File: config.mk
export PLATFORM = sky130hd
export DESIGN_NAME = reset_source_controller
export DESIGN_NICKNAME = d
export VERILOG_FILES = /design/src/verilog/rst_ctl_pkg.sv /design/src/verilog/sync_two_ff.sv /design/src/verilog/reset_source_controller.sv
export SDC_FILE = /design/constraint.sdc
export NUM_CORES = 1
export LEC_CHECK = 0
export BUFFER_PORTS_ARGS = -buffer_cell sky130_fd_sc_hd__buf_2
export CAP_MARGIN = 20
export CORE_AREA = 5 5 115 161
export CTS_CLUSTER_SIZE = 25
export DETAILED_ROUTE_END_ITERATION = 6
export DIE_AREA = 0 0 120 166
export MAX_ROUTING_LAYER = met4
export SKIP_LAST_GASP = 1
export SYNTH_ARGS = -nofsm -noshare
export SYNTH_HDL_FRONTEND = slang
export SYNTH_SLANG_ARGS = --single-unit
File: constraint.sdc
create_clock -name clk -period 4.47 [get_ports clk]
set_input_delay 0.894 -clock clk [delete_from_list [all_inputs] [get_ports clk]]
set_output_delay 0.894 -clock clk [all_outputs]
set_load 0.01 [all_outputs]
File: src/verilog/rst_ctl_pkg.sv
/*
 Constants shared by the reset source controller: register address,
 bit positions, reset values and timing counts.
 Assumes a single 100 MHz controller clock.
*/
`default_nettype none

package rst_ctl_pkg;

   ////////////////////////////////////////////////////////////////////
   // Clock and timing
   localparam int CLK_MHZ             = 100;
   localparam int CLK_LOSS_MIN_US     = 50;
   localparam int CLK_LOSS_TYP_US     = 350;
   localparam int CLK_LOSS_MAX_US     = 650;
   localparam int CLK_LOSS_MIN_CYC    = CLK_LOSS_MIN_US * CLK_MHZ;
   localparam int CLK_LOSS_TYP_CYC    = CLK_LOSS_TYP_US * CLK_MHZ;
   localparam int CLK_LOSS_MAX_CYC    = CLK_LOSS_MAX_US * CLK_MHZ;
   localparam int RESET_DELAY_MAX_US  = 180;
   localparam int RESET_DELAY_MAX_CYC = RESET_DELAY_MAX_US * CLK_MHZ;
   localparam int PIN_LOW_MIN_US      = 20;
   localparam int PIN_FILT_NS         = 1000;
   localparam int PIN_FILT_CYC_DEF    = (PIN_FILT_NS * CLK_MHZ) / 1000;
   localparam int WDT_DIV             = 12;
   localparam int CNT_W               = 17;

   ////////////////////////////////////////////////////////////////////
   // Register map
   localparam logic [7:0] CAUSE_ADDR  = 8'hef;
   localparam int BIT_PIN             = 0;
   localparam int BIT_POR             = 1;
   localparam int BIT_MCD             = 2;
   localparam int BIT_WDT             = 3;
   localparam int BIT_SW              = 4;
   localparam int BIT_CMP             = 5;
   localparam int BIT_FE              = 6;
   localparam int BIT_RTC             = 7;
   localparam logic [7:0] CAUSE_RST   = 8'h02;

   ////////////////////////////////////////////////////////////////////
   // Synchroniser lanes
   localparam int SY_CLK              = 0;
   localparam int SY_CMP              = 1;
   localparam int SY_SUP              = 2;
   localparam int SY_PIN              = 3;
   localparam int SY_OSC              = 4;
   localparam int SY_ALM              = 5;
   localparam int SY_W                = 6;
   localparam logic [5:0] SYNC_INIT   = 6'h0a;

   typedef enum logic [1:0] {ST_RUN, ST_HOLD, ST_DELAY} state_t;

endpackage

`default_nettype wire

File: src/verilog/sync_two_ff.sv
/*
 Two flip-flop synchroniser for a bus of independent levels.
 Assumes each lane is a slow level; no lane relation is kept.
*/
`timescale 1ns/1ps
`default_nettype none

module sync_two_ff #(
   parameter int         W    = 1,
   parameter logic [W-1:0] INIT = '0
) (
   input  wire logic         clk,
   input  wire logic         rst,
   input  wire logic [W-1:0] din,
   output logic      [W-1:0] dout
);

   logic [W-1:0] meta_ff;

   // First stage is read only by the second stage
   always_ff @(posedge clk or posedge rst) begin
      if (rst) begin
         meta_ff <= INIT;
         dout    <= INIT;
      end else begin
         meta_ff <= din;
         dout    <= meta_ff;
      end
   end

endmodule

`default_nettype wire

File: src/verilog/reset_source_controller.sv
/*
 Reset source controller: gathers reset requests, holds the system in
 reset, releases it after a fixed delay and records the last cause in
 the reset_cause_and_enable register at 0xef.
 Assumes rst is the power-on reset; all request inputs except the
 synchronised pins are on clk.
*/
`timescale 1ns/1ps
`default_nettype none

// Functional notes
// - Enabled clock-loss detector resets the system when the clock stalls.
// - Clock-loss timeout counted from last rising edge, typical value default.
// - Bit 2 write enables/disables clock-loss detector; reads its cause flag.
// - Bit 5 enables comparator reset; low comparator output holds reset.
// - After any reset the watchdog is enabled, ticking at clock over twelve.
// - Watchdog timeout resets and sets read-only cause bit 3.
// - Program-store write above lock byte causes flash-error reset.
// - Code read or fetch above lock byte causes flash-error reset.
// - Security block, or flash write with supply monitor off, is flash error.
// - Bit 6 reads one only after a flash-error reset.
// - Clock-unit oscillator fail or alarm raises a reset request.
// - Clock-unit requests act only when bit 7 enabled; bit 7 reads cause.
// - Writing one to bit 4 forces reset, then bit 4 reads one.
// - Bit 1 set on power-on; writes enable supply monitor as source.
// - Power-on flag set means other flags are meaningless.
// - Bit 0 reads one only after an external pin reset.
// - Read-modify-write reads return stored enables; bits 0, 3 and 6 still read cause flags.
// - Internal resets other than the supply monitor never drive the external reset pin.
// - Execution resumes within the maximum delay after release.
// - Power-on flag cleared by every other kind of reset; a supply-monitor reset sets it instead.
// - Supply monitor source set by power-on, kept by other resets.
module reset_source_controller
   import rst_ctl_pkg::*;
#(
   parameter int CLK_LOSS_CYC = CLK_LOSS_TYP_CYC,
   parameter int RELEASE_CYC  = RESET_DELAY_MAX_CYC,
   parameter int PIN_FILT_CYC = PIN_FILT_CYC_DEF
) (
   input  wire logic        clk,
   input  wire logic        rst,
   input  wire logic [7:0]  sfr_addr,
   input  wire logic        sfr_wr,
   input  wire logic        sfr_rd,
   input  wire logic        sfr_rmw,
   input  wire logic [7:0]  sfr_wdata,
   output logic      [7:0]  sfr_rdata,
   input  wire logic        system_clock_signal,
   input  wire logic        comparator_out,
   input  wire logic        supply_low,
   input  wire logic        supply_mon_on,
   input  wire logic        reset_pin_n_in,
   output logic             reset_pin_n_out,
   output logic             reset_pin_n_oe,
   input  wire logic        rtc_osc_fail,
   input  wire logic        rtc_alarm,
   input  wire logic        watchdog_timeout,
   input  wire logic        watchdog_disable,
   output logic             watchdog_enable,
   output logic             watchdog_tick,
   input  wire logic        program_store_write_enable,
   input  wire logic        flash_write_try,
   input  wire logic        code_space_read,
   input  wire logic        fetch_try,
   input  wire logic [15:0] flash_addr,
   input  wire logic [15:0] lock_addr,
   input  wire logic        security_block,
   output logic             supply_reset_source,
   output logic             sys_reset,
   output logic             cpu_run
);

   ////////////////////////////////////////////////////////////////////
   // Synchronised pins
   logic [SY_W-1:0] sy;
   logic            clk_mon_d_ff;
   logic            clk_rise;

   sync_two_ff #(
      .W    (SY_W),
      .INIT (SYNC_INIT)
   ) i_sync_two_ff (
      .clk  (clk),
      .rst  (rst),
      .din  ({rtc_alarm, rtc_osc_fail, reset_pin_n_in, supply_low, comparator_out, system_clock_signal}),
      .dout (sy)
   );

   always_ff @(posedge clk or posedge rst) begin
      if (rst) begin
         clk_mon_d_ff <= 1'b0;
      end else begin
         clk_mon_d_ff <= sy[SY_CLK];
      end
   end

   assign clk_rise = sy[SY_CLK] & ~clk_mon_d_ff;

   ////////////////////////////////////////////////////////////////////
   // Stored enables
   logic    mcd_en_ff;
   logic    cmp_en_ff;
   logic    rtc_en_ff;
   logic    sup_src_ff;
   logic    sw_req_ff;
   logic    hit_wr;
   logic    hit_rd;
   state_t  state_ff;

   assign hit_wr = sfr_wr & (sfr_addr == CAUSE_ADDR);
   assign hit_rd = sfr_rd & (sfr_addr == CAUSE_ADDR);

   // Enables survive internal resets; only power-on resets them, setting the supply source to one
   always_ff @(posedge clk or posedge rst) begin
      if (rst) begin
         mcd_en_ff  <= 1'b0;
         cmp_en_ff  <= 1'b0;
         rtc_en_ff  <= 1'b0;
         sup_src_ff <= 1'b1;
      end else if (hit_wr) begin
         mcd_en_ff  <= sfr_wdata[BIT_MCD];
         cmp_en_ff  <= sfr_wdata[BIT_CMP];
         rtc_en_ff  <= sfr_wdata[BIT_RTC];
         sup_src_ff <= sfr_wdata[BIT_POR];
      end
   end

   // Software force is a one-cycle request; writing zero does nothing
   always_ff @(posedge clk or posedge rst) begin
      if (rst) begin
         sw_req_ff <= 1'b0;
      end else begin
         sw_req_ff <= hit_wr & sfr_wdata[BIT_SW] & (state_ff == ST_RUN);
      end
   end

   ////////////////////////////////////////////////////////////////////
   // Clock-loss detector
   logic [CNT_W-1:0] loss_cnt_ff;
   logic             loss_ff;

   // Lost state holds reset until the clock rises again
   always_ff @(posedge clk or posedge rst) begin
      if (rst) begin
         loss_cnt_ff <= '0;
         loss_ff     <= 1'b0;
      end else if (!mcd_en_ff || clk_rise) begin
         loss_cnt_ff <= '0;
         loss_ff     <= 1'b0;
      end else if (loss_cnt_ff == CNT_W'(CLK_LOSS_CYC - 1)) begin
         loss_ff     <= 1'b1;
      end else begin
         loss_cnt_ff <= loss_cnt_ff + 1'b1;
      end
   end

   ////////////////////////////////////////////////////////////////////
   // Pin filter: shorter than the guaranteed low time, rejects noise
   logic [CNT_W-1:0] pin_cnt_ff;
   logic             pin_low_ff;

   always_ff @(posedge clk or posedge rst) begin
      if (rst) begin
         pin_cnt_ff <= '0;
         pin_low_ff <= 1'b0;
      end else if (sy[SY_PIN]) begin
         pin_cnt_ff <= '0;
         pin_low_ff <= 1'b0;
      end else if (pin_cnt_ff == CNT_W'(PIN_FILT_CYC - 1)) begin
         pin_low_ff <= 1'b1;
      end else begin
         pin_cnt_ff <= pin_cnt_ff + 1'b1;
      end
   end

   ////////////////////////////////////////////////////////////////////
   // Request collection
   logic above_lock;
   logic req_pin;
   logic req_por;
   logic req_mcd;
   logic req_cmp;
   logic req_wdt;
   logic req_fe;
   logic req_rtc;
   logic req_sw;
   logic any_req;

   assign above_lock = flash_addr > lock_addr;
   assign req_pin    = pin_low_ff;
   assign req_por    = sup_src_ff & supply_mon_on & sy[SY_SUP];
   assign req_mcd    = loss_ff;
   assign req_cmp    = cmp_en_ff & ~sy[SY_CMP];
   assign req_wdt    = watchdog_timeout & watchdog_enable;
   assign req_rtc    = rtc_en_ff & (sy[SY_OSC] | sy[SY_ALM]);
   assign req_sw     = sw_req_ff;
   assign req_fe     = (flash_write_try & program_store_write_enable & above_lock)
                     | (code_space_read & above_lock)
                     | (fetch_try & above_lock)
                     | security_block
                     | (flash_write_try & program_store_write_enable & ~supply_mon_on);
   assign any_req    = req_pin | req_por | req_mcd | req_cmp | req_wdt | req_fe | req_rtc | req_sw;

   // Fixed priority keeps exactly one cause per reset
   function automatic logic [7:0] pick_cause(input logic [7:0] r);
      logic [7:0] c;
      c = 8'h00;
      if (r[BIT_POR]) begin
         c[BIT_POR] = 1'b1;
      end else if (r[BIT_PIN]) begin
         c[BIT_PIN] = 1'b1;
      end else if (r[BIT_MCD]) begin
         c[BIT_MCD] = 1'b1;
      end else if (r[BIT_CMP]) begin
         c[BIT_CMP] = 1'b1;
      end else if (r[BIT_WDT]) begin
         c[BIT_WDT] = 1'b1;
      end else if (r[BIT_FE]) begin
         c[BIT_FE] = 1'b1;
      end else if (r[BIT_RTC]) begin
         c[BIT_RTC] = 1'b1;
      end else if (r[BIT_SW]) begin
         c[BIT_SW] = 1'b1;
      end
      return c;
   endfunction

   logic [7:0] req_vec;

   always_comb begin
      req_vec          = 8'h00;
      req_vec[BIT_PIN] = req_pin;
      req_vec[BIT_POR] = req_por;
      req_vec[BIT_MCD] = req_mcd;
      req_vec[BIT_WDT] = req_wdt;
      req_vec[BIT_SW]  = req_sw;
      req_vec[BIT_CMP] = req_cmp;
      req_vec[BIT_FE]  = req_fe;
      req_vec[BIT_RTC] = req_rtc;
   end

   ////////////////////////////////////////////////////////////////////
   // Reset sequencing
   state_t           nxt_state;
   logic [CNT_W-1:0] dly_cnt_ff;
   logic [7:0]       cause_ff;
   logic [7:0]       flags_ff;

   always_comb begin
      nxt_state = state_ff;
      case (state_ff)
         ST_RUN: begin
            if (any_req) begin
               nxt_state = ST_HOLD;
            end
         end
         ST_HOLD: begin
            if (!any_req) begin
               nxt_state = ST_DELAY;
            end
         end
         ST_DELAY: begin
            if (any_req) begin
               nxt_state = ST_HOLD;
            end else if (dly_cnt_ff == CNT_W'(RELEASE_CYC - 1)) begin
               nxt_state = ST_RUN;
            end
         end
         default: begin
            nxt_state = ST_HOLD;
         end
      endcase
   end

   always_ff @(posedge clk or posedge rst) begin
      if (rst) begin
         state_ff <= ST_DELAY;
      end else begin
         state_ff <= nxt_state;
      end
   end

   always_ff @(posedge clk or posedge rst) begin
      if (rst) begin
         dly_cnt_ff <= '0;
      end else if (state_ff == ST_DELAY && !any_req) begin
         dly_cnt_ff <= dly_cnt_ff + 1'b1;
      end else begin
         dly_cnt_ff <= '0;
      end
   end

   // A new request in the delay restarts capture; cause is the first of the last hold
   always_ff @(posedge clk or posedge rst) begin
      if (rst) begin
         cause_ff <= CAUSE_RST;
      end else if (any_req && state_ff != ST_HOLD) begin
         cause_ff <= pick_cause(req_vec);
      end
   end

   // Flags change only on exit from reset
   always_ff @(posedge clk or posedge rst) begin
      if (rst) begin
         flags_ff <= CAUSE_RST;
      end else if (state_ff == ST_DELAY && nxt_state == ST_RUN) begin
         flags_ff <= cause_ff;
      end
   end

   always_ff @(posedge clk or posedge rst) begin
      if (rst) begin
         sys_reset <= 1'b1;
         cpu_run   <= 1'b0;
      end else begin
         sys_reset <= (nxt_state != ST_RUN);
         cpu_run   <= (nxt_state == ST_RUN);
      end
   end

   // Only power-on and supply-monitor resets pull the pin low
   always_ff @(posedge clk or posedge rst) begin
      if (rst) begin
         reset_pin_n_oe  <= 1'b1;
         reset_pin_n_out <= 1'b0;
      end else begin
         reset_pin_n_oe  <= (nxt_state != ST_RUN) && (any_req && state_ff != ST_HOLD ?
                            req_por : cause_ff[BIT_POR]);
         reset_pin_n_out <= 1'b0;
      end
   end

   always_ff @(posedge clk or posedge rst) begin
      if (rst) begin
         supply_reset_source <= 1'b1;
      end else begin
         supply_reset_source <= hit_wr ? sfr_wdata[BIT_POR] : sup_src_ff;
      end
   end

   ////////////////////////////////////////////////////////////////////
   // Watchdog enable and divide-by-twelve tick
   logic [3:0] wdt_div_ff;

   always_ff @(posedge clk or posedge rst) begin
      if (rst) begin
         watchdog_enable <= 1'b1;
      end else if (state_ff != ST_RUN) begin
         watchdog_enable <= 1'b1;
      end else if (watchdog_disable) begin
         watchdog_enable <= 1'b0;
      end
   end

   always_ff @(posedge clk or posedge rst) begin
      if (rst) begin
         wdt_div_ff    <= '0;
         watchdog_tick <= 1'b0;
      end else if (state_ff != ST_RUN) begin
         wdt_div_ff    <= '0;
         watchdog_tick <= 1'b0;
      end else if (wdt_div_ff == 4'(WDT_DIV - 1)) begin
         wdt_div_ff    <= '0;
         watchdog_tick <= 1'b1;
      end else begin
         wdt_div_ff    <= wdt_div_ff + 1'b1;
         watchdog_tick <= 1'b0;
      end
   end

   ////////////////////////////////////////////////////////////////////
   // Register read
   logic [7:0] enable_view;

   always_comb begin
      enable_view          = flags_ff;
      enable_view[BIT_RTC] = rtc_en_ff;
      enable_view[BIT_CMP] = cmp_en_ff;
      enable_view[BIT_SW]  = 1'b0;
      enable_view[BIT_MCD] = mcd_en_ff;
      enable_view[BIT_POR] = sup_src_ff;
   end

   // Unmapped reads return zero
   always_ff @(posedge clk or posedge rst) begin
      if (rst) begin
         sfr_rdata <= 8'h00;
      end else if (hit_rd) begin
         sfr_rdata <= sfr_rmw ? enable_view : flags_ff;
      end else begin
         sfr_rdata <= 8'h00;
      end
   end

endmodule

`default_nettype wire

==> flow_summary.toml <==
[outcome]
status = "complete, no violations"

[routing]
wl_per_cell_um = 13.4
firstDrtPassIters = 4
wl_um = 10100
antenna_left = 0
wl_met1_um = 4430
top_layer = "met4"
dr_wl_met3_um = 506
route.detailed.drc = 0
wl_met2_um = 5030
num_vias = 3593
drt-initial-drc-count = 126
vias_per_cell = 4.75

[timing]
setup_violations = 0
final_max_slew_viol_count = 0
finalCritPeriodShare_pct = 69.3
slew_headroom_pct = 51.6
rsz0062_at_grt = "no"
hold_viol = 0
tns_ps = 0
skew_ps = 8.19
max_freq_ghz = 0.323
finalCriticalPeriod_ps = 3100
tightest_slew_ps = 722
timing.hold.ws_ps = 357

[worst_setup_path]
crit_start = "flash_addr[13]"
worst_ep_arrival_time_ps = 3330
critPathKind = "input port to flip-flop"
r2r_start = "i_sync_two_ff.dout[1]$_DFF_PP1_"
r2r_cells = 6
cp-end-kind = "flip-flop"
critPathLaunchType = "input port"
crit_fanout = 8
critical_path_required_ps = 4700

[floorplan]
start_util_pct = 29.1
dieArea_um2 = 19900
die_h_um = 166
top_level_ports = 82
die_w_um = 120
std_cell_rows = 57
core_area_um2 = 17000

[placed_design]
gp_congestion = 0.817
dpl_cell_area_um2 = 5590
numPortBuffers = 77
dp.final_hpwl_um = 7620

[cts]
htreeDepth = 3
post_cts_buffers = 0
ctsResizeCount = 0
cts_tree = "built"
clk_pin_slew_worst_paths_ps = 70
numCtsBuffers = 9
clock_latency_ps = 340
clock-sinks = 106
clk_path_buf_depth = 2
root_buffer = "clkbuf_16"
hold_buffers = 0

[pwr]
ir_drop_v = 0.000212
power_density_nw_per_um2 = 333
p_leak_nw = 2.80
power.total_mw = 1.97

[layout]
multi_input_area_um2 = 2160
fin_area_um2 = 5910
layout_common_cells = "dfrtp_1, nor2_1, buf_2"
finish.utilization_pct = 34.7
final_common_cell = "dfrtp_1"
ff_latch_area_um2 = 2670
diodes = 0
area_growth_pct = 19.1
nets = 633
fillers = 1676
drive_above_1_share_pct = 22.9

[synthesis]
syn-cell-area_um2 = 4960
synth_xor_area_share_pct = 8.30
synth-compound-area-share_pct = 5.45
yosys.area_share.adder_pct = 5.04
synthSimpleGateAreaFrac_pct = 20.3
synth_top_family_by_area = "simple AND/OR/NAND/NOR gates"
ys_ff_latch = 106
synth_top_area_share_pct = 47.9
yosys.area.top_type = "dfrtp_1"
avgSynthCellArea_um2 = 10.7
yosys_warnings = 0
ys_types = 52
post_synth_inst_count = 465
synthFlopType = "dfrtp_1"
synth_enable_flop_cells = 0
synth.area.mux_share_pct = 4.36
synthArstFlopShare_pct = 100
syn-num-nets = 552
synth_area_leaders = "dfrtp_1, nor2_1, dfstp_2, ha_1, xnor2_1"
yosysSeqAreaShare_pct = 53.7

[global_route]
antenna_found_initial = 0
grt_pass1_vias = 3758
grt_max_degree = 50
grt_remaining_overflow = 0
grtUsageTotal_pct = 10.7
grt_pass1_wl_um = 17400

[worst_hold_path]
worstHoldStart = "i_sync_two_ff.meta_ff[3]$_DFF_PP1_"
hold_class = "flip-flop to flip-flop"
hold_depth = 0

[job]
maxCapViolations = 0
-- cell families (layout without fill, tap and decap cells) --
group | count (synthesis) | in the layout
AOI/OAI and AO/OA | 39 | 39
xor gates and xnor gates | 47 | 47
adders and majority gates | 20 | 20
buffers and inverters | 34 | 120
DFF | 106 | 106
muxes | 20 | 20
other | 1 | 1
and+or+nand+nor | 198 | 198
-- synth_stat cells (4+ instances only) --
master     n
xnor2_1   24
nor2_1    78
ha_1      20
dfstp_2   11
inv_1     24
xor2_1    23
and3_1    19
a21oi_1   11
dfrtp_1   95
a21o_1     5
nand2_1   21
clkbuf_1   6
o21ai_0    4
nor4_1     5
nand3_1   21
mux2_2    13
nor2b_1    4
mux2i_1    7
nand4_1   13
nor3_1    12
-- path summary, 6_finish.rpt --
kind	to	slack [ps]
max	flags_ff[6]$_DFFE_PP0P_	1370
min	i_sync_two_ff.dout[3]$_DFF_PP1_	360
max reg2reg	flags_ff[6]$_DFFE_PP0P_	2100
min reg2reg	i_sync_two_ff.dout[3]$_DFF_PP1_	360
max in group asynchronous	sys_reset$_DFF_PP1_	2940
min in group asynchronous	pin_cnt_ff[7]$_DFFE_PP0P_	630
-- worst max-delay path, stage by stage --
cell and delay (ps):
buf_2 100, ha_1 300, nand4_1 200, nor3_1 80, or4_1 530, o32ai_2 340, and4_1 500, mux2_2 380
-- layout make-up --
| class | count | share of cell area, % |
|---|---|---|
| well taps | 206 | 4.36 |
| clock buffers | 11 | 4.28 |
| flip-flops and latches | 106 | 45.1 |
| inverters | 24 | 1.57 |
| multi-input cells | 325 | 36.6 |
| clock inverters | 5 | 1.14 |
| repair buffers | 80 | 6.97 |
-- state kept, by name, indices dropped and copies added (netlist names), 2 cells and up --
name	cells
pin_cnt_ff	17
sfr_rdata	8
wdt_div_ff	4
loss_cnt_ff	17
flags_ff	8
cause_ff	8
state_ff	2
dly_cnt_ff	17
i_sync_two_ff.dout	6
i_sync_two_ff.meta_ff	6
-- metal layers --
layer | track usage (%) | up-vias
met5 | - | -
met4 | 3.04 | 0
met3 | 2.76 | 12
met2 | 17.7 | 80
met1 | 12.9 | 1739
li1 | - | 1762
-- power by group --
| part | leakage [nW] | switching [mW] | total (mW) | internal, mW |
|---|---|---|---|---|
| registers | 1.41 | 0.0212 | 1.01 | 0.985 |
| logic | 1.23 | 0.0762 | 0.135 | 0.0591 |
| clock network | 0.159 | 0.353 | 0.828 | 0.475 |
| total | 2.80 | 0.450 | 1.97 | 1.52 |
-- through the flow --
stage | setup slack, ps | instances
2_1_floorplan | 805 | 465
5_1_grt | 1180 | 757
6_report | 1370 | 757
3_5_place_dp | 1010 | 741
3_3_place_gp | 1030 | 740
4_1_cts | 1370 | 757
No activity file was read; power rests on OpenSTA's default activity.
